$ cat config.mk
export PLATFORM = sky130hd
export DESIGN_NAME = etc_core
export DESIGN_NICKNAME = d
export VERILOG_FILES = /design/src/rtl/etc_pkg.sv /design/src/rtl/etc_core.sv
export SDC_FILE = /design/constraint.sdc
export NUM_CORES = 1
export LEC_CHECK = 0
export BUFFER_PORTS_ARGS = -buffer_cell sky130_fd_sc_hd__buf_2
export CORE_MARGIN = 10
export CORE_UTILIZATION = 46
export CTS_BUF_LIST = sky130_fd_sc_hd__clkbuf_16
export CTS_CLUSTER_DIAMETER = 150
export CTS_CLUSTER_SIZE = 30
export DETAILED_ROUTE_END_ITERATION = 8
export PLACE_DENSITY = 0.79
export SLEW_MARGIN = 40
export SYNTH_ARGS = -nofsm -noshare
export SYNTH_HDL_FRONTEND = slang
export SYNTH_SLANG_ARGS = --single-unit
$ cat constraint.sdc
create_clock -name clock -period 6.7 [get_ports clock]
set_input_delay 0.335 -clock clock [delete_from_list [all_inputs] [get_ports clock]]
set_output_delay 0.335 -clock clock [all_outputs]
set_load 0.01 [all_outputs]
$ cat src/rtl/etc_pkg.sv
// package: constants and types for the eight-bit timer compare core
package etc_pkg;
	localparam logic [7:0] CNT_FLOOR = 8'h00;
	localparam logic [7:0] CNT_LIMIT = 8'hFF;
	localparam logic [7:0] RST_BYTE = 8'h00;
	localparam logic [2:0] CS_OFF = 3'h0;
	// waveform mode encodings
	localparam logic [2:0] WGM_NORMAL = 3'h0;
	localparam logic [2:0] WGM_PC_FF = 3'h1;
	localparam logic [2:0] WGM_CTC = 3'h2;
	localparam logic [2:0] WGM_FAST_FF = 3'h3;
	localparam logic [2:0] WGM_PC_OCA = 3'h5;
	localparam logic [2:0] WGM_FAST_OCA = 3'h7;
	// flag and mask bit positions
	localparam int FLAG_OVF = 0;
	localparam int FLAG_MA = 1;
	localparam int FLAG_MB = 2;
	localparam int NFLAG = 3;
	localparam int NCH = 2;
	// count direction states
	typedef enum logic [1:0] {
		DIR_UP = 2'b01,
		DIR_DOWN = 2'b10
	} etc_dir_e;
	// one compare channel's software settings
	typedef struct packed {
		logic [1:0] outputAction;
		logic forceStrobe;
		logic wrStrobe;
		logic [7:0] wrData;
	} etc_chan_s;
endpackage

$ cat src/rtl/etc_core.sv
// module: eight-bit timer with two compare channels, bits as plain ports
//
// Function
// - counter and compare values are 8-bit
// - flags visible, each masked by own bit
// - clock select zero stops all ticks
// - tick from io clock or oscillator pin
// - 0x00 is floor, 0xFF is limit
// - ceiling is limit or compare A
// - each tick clears or steps by one
// - counter readable and writable any time
// - software counter write beats counting
// - three-bit mode field from two registers
// - overflow flag set per mode
// - match sets flag on next tick
// - flags clear on service or write-one
// - waveform output from match and action
// - compare double buffered only in PWM
// - writes hit buffer or active register
// - force strobe acts like match outside PWM, no flag
// - counter write blocks next tick's match
// - output state survives mode change
// - output action field not buffered
// - action zero leaves output unchanged
// - nonzero action overrides port value
`timescale 1ns/1ps
module etc_core (
	input wire logic clock,
	input wire logic nrst,
	input wire logic [2:0] clock_select_field,
	input wire logic async_clock_select,
	input wire logic osc_pin_one,
	input wire logic [1:0] waveform_mode_bits_a,
	input wire logic waveform_mode_bit2,
	input wire logic countWrite,
	input wire logic [7:0] countWrData,
	input wire etc_pkg::etc_chan_s chanA,
	input wire etc_pkg::etc_chan_s chanB,
	input wire logic [2:0] flagWriteOne,
	input wire logic [2:0] irqServiced,
	input wire logic [2:0] irqMaskWrite,
	input wire logic [2:0] irqMaskData,
	input wire logic [1:0] portValue,
	input wire logic [1:0] portDirOut,
	output logic [7:0] count_value,
	output logic [7:0] compare_value_a,
	output logic [7:0] compare_value_b,
	output logic [7:0] compareBufA,
	output logic [7:0] compareBufB,
	output logic [2:0] timer_flag_reg,
	output logic [2:0] timer_irq_mask_reg,
	output logic [2:0] irqRequest,
	output logic compare_out_a,
	output logic compare_out_b,
	output logic [1:0] pinOut,
	output logic [1:0] pinOutEn
);
	////////////////////////////////////////////////////////////////////////
	// tick generation
	logic oscSync1_r, oscSync2_r, oscPrev_r;
	logic oscSync1_nxt, oscSync2_nxt, oscPrev_nxt;
	logic tick;
	// oscillator pin is foreign, two flops before the edge detector
	always_comb begin
		oscSync1_nxt = osc_pin_one;
		oscSync2_nxt = oscSync1_r;
		oscPrev_nxt = oscSync2_r;
	end
	always_ff @(posedge clock) begin
		if (!nrst) begin
			oscSync1_r <= 1'b0;
			oscSync2_r <= 1'b0;
			oscPrev_r <= 1'b0;
		end else begin
			oscSync1_r <= oscSync1_nxt;
			oscSync2_r <= oscSync2_nxt;
			oscPrev_r <= oscPrev_nxt;
		end
	end
	// prescaler left out: any nonzero select ticks at the source rate
	always_comb begin
		if (clock_select_field == etc_pkg::CS_OFF) begin
			tick = 1'b0;
		end else if (async_clock_select) begin
			tick = oscSync2_r & ~oscPrev_r;
		end else begin
			tick = 1'b1;
		end
	end
	////////////////////////////////////////////////////////////////////////
	// mode decode
	logic [2:0] mode;
	logic isPwm, isPhase, ceilIsA;
	logic [7:0] ceiling;
	always_comb begin
		mode = {waveform_mode_bit2, waveform_mode_bits_a};
		isPhase = (mode == etc_pkg::WGM_PC_FF)
			|| (mode == etc_pkg::WGM_PC_OCA);
		isPwm = isPhase || (mode == etc_pkg::WGM_FAST_FF)
			|| (mode == etc_pkg::WGM_FAST_OCA);
		ceilIsA = (mode == etc_pkg::WGM_CTC) || (mode == etc_pkg::WGM_PC_OCA)
			|| (mode == etc_pkg::WGM_FAST_OCA);
		ceiling = ceilIsA ? compare_value_a : etc_pkg::CNT_LIMIT;
	end
	////////////////////////////////////////////////////////////////////////
	// counter unit
	logic [7:0] count_nxt;
	etc_pkg::etc_dir_e dir_r, dir_nxt;
	logic block_r, block_nxt;
	logic atCeil, atFloor, overflowEv;
	always_comb begin
		atCeil = (count_value == ceiling);
		atFloor = (count_value == etc_pkg::CNT_FLOOR);
		count_nxt = count_value;
		dir_nxt = dir_r;
		overflowEv = 1'b0;
		if (tick) begin
			if (isPhase) begin
				if (dir_r == etc_pkg::DIR_UP && atCeil) begin
					dir_nxt = etc_pkg::DIR_DOWN;
					count_nxt = count_value - 8'h01;
				end else if (dir_r == etc_pkg::DIR_DOWN && atFloor) begin
					dir_nxt = etc_pkg::DIR_UP;
					count_nxt = count_value + 8'h01;
				end else if (dir_r == etc_pkg::DIR_UP) begin
					count_nxt = count_value + 8'h01;
				end else begin
					count_nxt = count_value - 8'h01;
				end
				overflowEv = atFloor;
			end else begin
				dir_nxt = etc_pkg::DIR_UP;
				if (ceilIsA && atCeil) begin
					count_nxt = etc_pkg::CNT_FLOOR;
				end else begin
					count_nxt = count_value + 8'h01;
				end
				// overflow: limit wrap or pwm ceiling
				overflowEv = isPwm ? atCeil
					: (count_value == etc_pkg::CNT_LIMIT);
			end
		end
		if (countWrite) begin
			count_nxt = countWrData;
		end
		// hold the block until the next tick consumes it
		if (countWrite) begin
			block_nxt = 1'b1;
		end else if (tick) begin
			block_nxt = 1'b0;
		end else begin
			block_nxt = block_r;
		end
	end
	always_ff @(posedge clock) begin
		if (!nrst) begin
			count_value <= etc_pkg::RST_BYTE;
			dir_r <= etc_pkg::DIR_UP;
			block_r <= 1'b0;
		end else begin
			count_value <= count_nxt;
			dir_r <= dir_nxt;
			block_r <= block_nxt;
		end
	end
	////////////////////////////////////////////////////////////////////////
	// compare channels
	etc_pkg::etc_chan_s chan [etc_pkg::NCH];
	logic [7:0] act [etc_pkg::NCH];
	logic [7:0] buff [etc_pkg::NCH];
	logic ocState [etc_pkg::NCH];
	logic [etc_pkg::NCH-1:0] matchEv;
	logic updPoint;
	assign chan[0] = chanA;
	assign chan[1] = chanB;
	// pwm update point: ceiling for fast pwm, ceiling for phase too
	assign updPoint = tick && atCeil
		&& (isPhase ? dir_r == etc_pkg::DIR_UP : 1'b1);
	genvar g;
	generate
		for (g = 0; g < etc_pkg::NCH; g++) begin : gCh
			logic [7:0] act_r, act_nxt, buf_r, buf_nxt;
			logic oc_r, oc_nxt, eq, fire;
			always_comb begin
				act_nxt = act_r;
				buf_nxt = buf_r;
				if (chan[g].wrStrobe) begin
					if (isPwm) begin
						buf_nxt = chan[g].wrData;
					end else begin
						act_nxt = chan[g].wrData;
					end
				end
				if (isPwm && updPoint) begin
					act_nxt = chan[g].wrStrobe ? chan[g].wrData : buf_r;
				end
				eq = (count_value == act_r);
				fire = tick && eq && !block_r;
				// state held unless an action occurs
				oc_nxt = oc_r;
				if (!isPwm) begin
					if (fire || chan[g].forceStrobe) begin
						case (chan[g].outputAction)
							2'h1: oc_nxt = ~oc_r;
							2'h2: oc_nxt = 1'b0;
							2'h3: oc_nxt = 1'b1;
							default: oc_nxt = oc_r;
						endcase
					end
				end else if (chan[g].outputAction[1]) begin
					if (fire) begin
						oc_nxt = ~chan[g].outputAction[0]
							^ (isPhase && dir_r == etc_pkg::DIR_DOWN);
					end else if (!isPhase && tick && atFloor) begin
						oc_nxt = chan[g].outputAction[0];
					end
				end else if (chan[g].outputAction[0] && g == 0 && fire
					&& mode == etc_pkg::WGM_FAST_OCA) begin
					oc_nxt = ~oc_r;
				end
			end
			// reset clears compare and output state
			always_ff @(posedge clock) begin
				if (!nrst) begin
					act_r <= etc_pkg::RST_BYTE;
					buf_r <= etc_pkg::RST_BYTE;
					oc_r <= 1'b0;
				end else begin
					act_r <= act_nxt;
					buf_r <= buf_nxt;
					oc_r <= oc_nxt;
				end
			end
			assign act[g] = act_r;
			assign buff[g] = buf_r;
			assign ocState[g] = oc_r;
			assign matchEv[g] = fire;
			assign pinOut[g] = (chan[g].outputAction != 2'h0) ? oc_r : portValue[g];
			assign pinOutEn[g] = portDirOut[g];
		end
	endgenerate
	assign compare_value_a = act[0];
	assign compare_value_b = act[1];
	assign compareBufA = buff[0];
	assign compareBufB = buff[1];
	assign compare_out_a = ocState[0];
	assign compare_out_b = ocState[1];
	////////////////////////////////////////////////////////////////////////
	// flags and masks
	logic [2:0] flag_nxt, mask_nxt, setEv;
	always_comb begin
		setEv = {matchEv[1], matchEv[0], overflowEv};
		// clear by service or write-one, set wins
		flag_nxt = (timer_flag_reg & ~(flagWriteOne | irqServiced)) | setEv;
		mask_nxt = timer_irq_mask_reg;
		for (int i = 0; i < etc_pkg::NFLAG; i++) begin
			if (irqMaskWrite[i]) begin
				mask_nxt[i] = irqMaskData[i];
			end
		end
	end
	always_ff @(posedge clock) begin
		if (!nrst) begin
			timer_flag_reg <= 3'h0;
			timer_irq_mask_reg <= 3'h0;
		end else begin
			timer_flag_reg <= flag_nxt;
			timer_irq_mask_reg <= mask_nxt;
		end
	end
	assign irqRequest = timer_flag_reg & timer_irq_mask_reg;
endmodule

==> flow_summary.json, run 1 <==
{
  "cp_slowest_cell": "dfxtp_1",
  "num_vias": 3433,
  "drt-wirelength-per-cell_um": 17.7,
  "synthMostInstantiatedCell": "dfxtp_1",
  "final_cells": 604,
  "p_seq_share_pct": 41.9,
  "insertion_delay_ps": 300,
  "cp.arrival_ps": 3060,
  "holdWs_ps": 253,
  "numPlacedInstances": 596,
  "cts_made_buffers": 5,
  "synth_common_cells": "dfxtp_1, nand2_1, a21oi_1",
  "pwr-share-comb_pct": 23.1,
  "synthFlopType": "dfxtp_1",
  "port-buffer-count": 109,
  "hp-start": "osc_pin_one",
  "antenna_cells": 0,
  "track_usage_pct": 18.2,
  "fin_worst_skew_ps": 10.2,
  "clock_path_buffers": 2,
  "cp.required_ps": 6910,
  "cp_top_family": "compound AO/OA/AOI/OAI gates",
  "setup-tns-final_ps": 0,
  "drv_cap": 0,
  "synth_seq_cells": 54,
  "worstPathCellList": "and2b_1 > a2111oi_4 > o211ai_4 > nor3_1 > o211ai_1 > a221oi_1",
  "worstSetupEndpointType": "flop",
  "dieHeight_um": 107,
  "antenna_found_initial": 0,
  "boundaryPins": 114,
  "initial_core_util_pct": 47.5,
  "final_antenna_net_count": 0,
  "core_area_sq_mm": 0.00729,
  "path_class": "flop to flop",
  "r2r_slack_ps": 3840,
  "grt_pass1_wl_mm": 17.3,
  "nets": 568,
  "root_buffer": "clkbuf_16",
  "die_w_um": 107,
  "htreeDepth": 2,
  "crit_path_max_fanout": 14,
  "dp_hpwl_mm": 8.27,
  "place_area_sq_mm": 0.00402,
  "p_per_area_mw_per_mm2": 210,
  "cts_sinks": 54,
  "viasPerCell": 5.68,
  "power.internal_w": 0.000603,
  "crit_buf_inv": 0,
  "drt-initial-drc-count": 125,
  "ys_seq_area_share_pct": 31.2,
  "synth_cells": 411,
  "clkPwrFrac_pct": 35.0,
  "worst_slew_pin_slew_ps": 846,
  "synth.area.top_cells": "dfxtp_1, mux2i_1, nand2_1",
  "min_period_over_period_pct": 42.7,
  "fin_crit_ps": 2860,
  "outcome": "finished clean",
  "syn2layout_area_growth_pct": 21.1,
  "max_stage_delay_ps": 700,
  "grt_pass1_vias": 3471,
  "final_cell_area_sq_mm": 0.00419,
  "rsz0062_at_grt": "false",
  "drt_first_pass_iters": 4,
  "worstReg2RegStart": "count_value[3]$_SDFFE_PN0P_",
  "max_freq_mhz": 350,
  "synth.distinct_cells": 65,
  "hold_path_class": "primary input to flop",
  "finalWirelength_mm": 10.7,
  "cts_tree": "yes",
  "post_cts_resized": 0,
  "dieArea_sq_mm": 0.0114,
  "slew_violations": 0,
  "power.switching_w": 0.000276,
  "post_cts_buffers": 0,
  "path_clk_slew_ps": 80,
  "syn_avg_cell_area_sq_um": 8.42,
  "startpoint": "count_value[3]$_SDFFE_PN0P_",
  "gr-total-overflow": 0,
  "synth_area_sq_mm": 0.00346,
  "grt_max_degree": 34,
  "drive_above_1_share_pct": 30.5,
  "p_leak_nw": 1.73,
  "hold_viol": 0,
  "syn_nets": 475,
  "setup_viol": 0,
  "yosys.area.top_type": "dfxtp_1",
  "slew_headroom_pct": 43.3,
  "startpoint_type": "flop",
  "rows": 31,
  "hold_buffers": 0,
  "fin_util_pct": 57.5,
  "synth-async-reset-ratio_pct": 0,
  "synth_top_cell_area_share_pct": 31.2,
  "switching_share_pct": 31.4,
  "ir_drop_mv": 0.103,
  "gp_congestion": 0.913,
  "ys_warn_count": 0,
  "drc": 0,
  "synth-edff-count": 0
}
power by group through the flow:
stage          sequential (W)  combinational, W  clock [W]
4_1_cts              0.000368          0.000203   0.000311
3_5_place_dp         0.000375          0.000202          0
2_1_floorplan        0.000372          0.000135          0
5_1_grt              0.000372          0.000224   0.000326
3_3_place_gp         0.000374          0.000195          0
6_report             0.000369          0.000203   0.000308
final cells by class:
cell class | instances | area [sq um]
Clock inverter | 3 | 48.8
Fill cell | 694 | 3100
Sequential cell | 54 | 1080
Timing Repair Buffer | 110 | 553
Multi-Input combinational cell | 320 | 2210
Inverter | 13 | 48.8
Clock buffer | 5 | 125
Tap cell | 99 | 124
layout by cell type, fill, tap and decap left out, types with 3 or more instances in the layout:
cell	synthesis	routed
nand2_1	40	40
and3_1	4	4
and2b_2	3	3
a21oi_2	16	16
a31oi_1	3	3
buf_2	3	109
nor4_1	5	5
o21a_1	3	3
a21oi_1	27	27
inv_1	12	11
nor2_1	24	23
nand2b_1	12	12
ha_1	5	5
xnor2_1	5	5
o31ai_1	6	6
nor2b_1	3	3
nor3b_1	3	3
xor2_1	15	15
nor3_1	6	6
o31a_1	3	3
dfxtp_1	54	54
nand3_1	26	26
clkbuf_16	0	5
a211oi_1	7	7
o211ai_1	6	6
mux2i_1	22	22
o21ai_0	25	25
and2_1	8	8
stage by stage:
step | power [W] | worst slack (ps)
finish | 0.000879 | 3840
detailed placement | 0.000577 | 3710
global route | 0.000922 | 3610
CTS | 0.000882 | 3860
global placement | 0.000569 | 3760
floorplan | 0.000507 | 4410
metal layers:
metal  global-route usage (%)  wire length (um)
met5                        0                 0
met4                     5.22               149
met3                     4.97               793
met2                     31.7              5340
met1                     21.3              4420
kinds of logic (layout without fill, tap and decap cells):
| kind of cell | count (synthesis) | after routing | synth area share, % |
|---|---|---|---|
| xor+xnor | 20 | 20 | 5.06 |
| fa+ha+maj | 5 | 5 | 1.81 |
| simple gates | 147 | 147 | 22.3 |
| buf+inv | 37 | 131 | 5.64 |
| compound gates | 124 | 124 | 26.9 |
| mux | 24 | 24 | 7.01 |
| flops | 54 | 54 | 31.2 |
path summary, 6_finish.rpt:
path | endpoint | cells past startpoint
min reg2reg | oscPrev_nxt$_SDFF_PN0_ | 1
min | oscSync1_r$_SDFF_PN0_ | 2
max | count_value[5]$_SDFFE_PN0P_ | 6
max reg2reg | count_value[5]$_SDFFE_PN0P_ | 6
Power figures use the tool's default switching activity.
==> inputs of run 2 (changes only) <==
PLACE_DENSITY = 0.82   (was 0.79)
clock period = 2.6 ns   (was 6.7 ns; I/O delays follow)
==> flow_summary.json, run 2 (synthesis results as in run 1) <==
{
  "outcome": "finished clean",
  "dp_hpwl_mm": 8.61,
  "cts_tree": "yes",
  "syn2layout_area_growth_pct": 26.2,
  "htreeDepth": 2,
  "core_area_sq_mm": 0.00729,
  "ir_drop_mv": 0.303,
  "numPlacedInstances": 623,
  "die_w_um": 107,
  "max_freq_mhz": 407,
  "min_period_over_period_pct": 94.5,
  "fin_crit_ps": 2460,
  "slew_headroom_pct": 51.9,
  "drt-initial-drc-count": 216,
  "boundaryPins": 114,
  "final_cells": 631,
  "finalWirelength_mm": 10.9,
  "pwr-share-comb_pct": 25.1,
  "drt_first_pass_iters": 6,
  "gp_congestion": 0.934,
  "viasPerCell": 5.61,
  "root_buffer": "clkbuf_16",
  "power.switching_w": 0.000717,
  "p_seq_share_pct": 40.6,
  "power.internal_w": 0.00159,
  "hold_buffers": 0,
  "drc": 0,
  "track_usage_pct": 18.9,
  "preCtsSetupSlack_ps": 123,
  "antenna_found_initial": 0,
  "nets": 595,
  "slew_violations": 0,
  "crit_path_max_fanout": 10,
  "drv_cap": 0,
  "grt_pass1_wl_mm": 17.9,
  "path_clk_slew_ps": 80,
  "grt_pass1_vias": 3594,
  "p_per_area_mw_per_mm2": 528,
  "startpoint_type": "flop",
  "cts_made_buffers": 5,
  "antenna_cells": 0,
  "num_vias": 3540,
  "worst_slew_pin_slew_ps": 717,
  "rows": 31,
  "setup_viol": 0,
  "clock_path_buffers": 2,
  "final_common_cell": "buf_2",
  "holdWs_ps": 46.8,
  "dieArea_sq_mm": 0.0114,
  "setup_slack_ps": 143,
  "setup-tns-final_ps": 0,
  "gr-total-overflow": 0,
  "p_leak_nw": 1.87,
  "switching_share_pct": 31.1,
  "worstSetupEndpointType": "flop",
  "dieHeight_um": 107,
  "cp.arrival_ps": 2640,
  "clkPwrFrac_pct": 34.3,
  "fin_worst_skew_ps": 4.63,
  "cp.required_ps": 2790,
  "cts_sinks": 54,
  "rsz0062_at_grt": "false",
  "initial_core_util_pct": 47.5,
  "final_cell_area_sq_mm": 0.00437,
  "drive_above_1_share_pct": 34.0,
  "insertion_delay_ps": 290,
  "path_class": "flop to flop",
  "drt-wirelength-per-cell_um": 17.3,
  "final_antenna_net_count": 0,
  "port-buffer-count": 109,
  "most-common-layout-cells": "buf_2, dfxtp_1, nand2_1",
  "grt_max_degree": 34,
  "hold_viol": 0,
  "hold_path_class": "primary input to flop",
  "place_area_sq_mm": 0.00420
}
==> run 2: changes by cell type in the layout (fill, tap and decap cells not counted) <==
cell	change
o311ai_1	+1
dfxtp_1	-1
o311ai_0	-1
o32ai_4	-2
nor2_1	+1
o32ai_2	+2
nor2_2	-1
buf_4	+27
dfxtp_2	+1
==> run 2: through the flow <==
| step | util [%] | power, W |
|---|---|---|
| final | 59.9 | 0.00231 |
| after global routing | 59.9 | 0.00243 |
| after CTS | 59.9 | 0.00232 |
| after detailed placement | 57.5 | 0.00153 |
| after global placement | 57.5 | 0.00152 |
| after floorplan | - | 0.00131 |
==> run 2: layout make-up <==
class / count / area [sq um]
Multi-Input combinational cell: 320 / 2190
Fill cell: 705 / 2920
Sequential cell: 54 / 1080
Timing Repair Buffer: 137 / 756
Clock buffer: 5 / 125
Tap cell: 99 / 124
Clock inverter: 3 / 48.8
Inverter: 13 / 48.8
==> run 2: path summary, 6_finish.rpt <==
kind | start | end | slack, ps | cells after the start
min | osc_pin_one | oscSync1_r$_SDFF_PN0_ | 50 | 2
max reg2reg | count_value[0]$_SDFFE_PN0P_ | count_value[6]$_SDFFE_PN0P_ | 140 | 6
max | count_value[0]$_SDFFE_PN0P_ | count_value[6]$_SDFFE_PN0P_ | 140 | 6
min reg2reg | oscSync1_r$_SDFF_PN0_ | oscPrev_nxt$_SDFF_PN0_ | 450 | 1
==> run 2: power by group through the flow <==
| stage | Combinational, W | Sequential, W | Clock, W |
|---|---|---|---|
| after floorplan | 0.000348 | 0.000958 | 0 |
| final | 0.000580 | 0.000936 | 0.000791 |
| after detailed placement | 0.000578 | 0.000953 | 0 |
| after CTS | 0.000580 | 0.000934 | 0.000810 |
| after global placement | 0.000570 | 0.000951 | 0 |
| after global routing | 0.000640 | 0.000943 | 0.000845 |
==> run 2: routing by layer <==
layer | wire length (um) | part of all wire (%) | GRT usage (%) | up-vias
li1 | - | - | - | 1728
met1 | 4470 | 41 | 23.0 | 1647
met2 | 5560 | 51 | 33.3 | 157
met3 | 810 | 7.4 | 4.49 | 8
met4 | 85 | 0.78 | 3.19 | 0
met5 | 0 | 0 | 0 | -
==> run 2: worst max-delay path: stages, from the launching register on <==
cell and delay (ps):
dfxtp_1 560, nand3_1 150, nor3_1 420, o211ai_4 230, or2_1 280, or4_1 500
a22o_1 210
==> run 2: timing repair <==
item / 4_1_cts / 5_1_grt
setup buffers: 0 / 0
gates resized for setup: 0 / 2
hold endpoints to repair: 0 / 0
setup endpoints to repair: 0 / 3
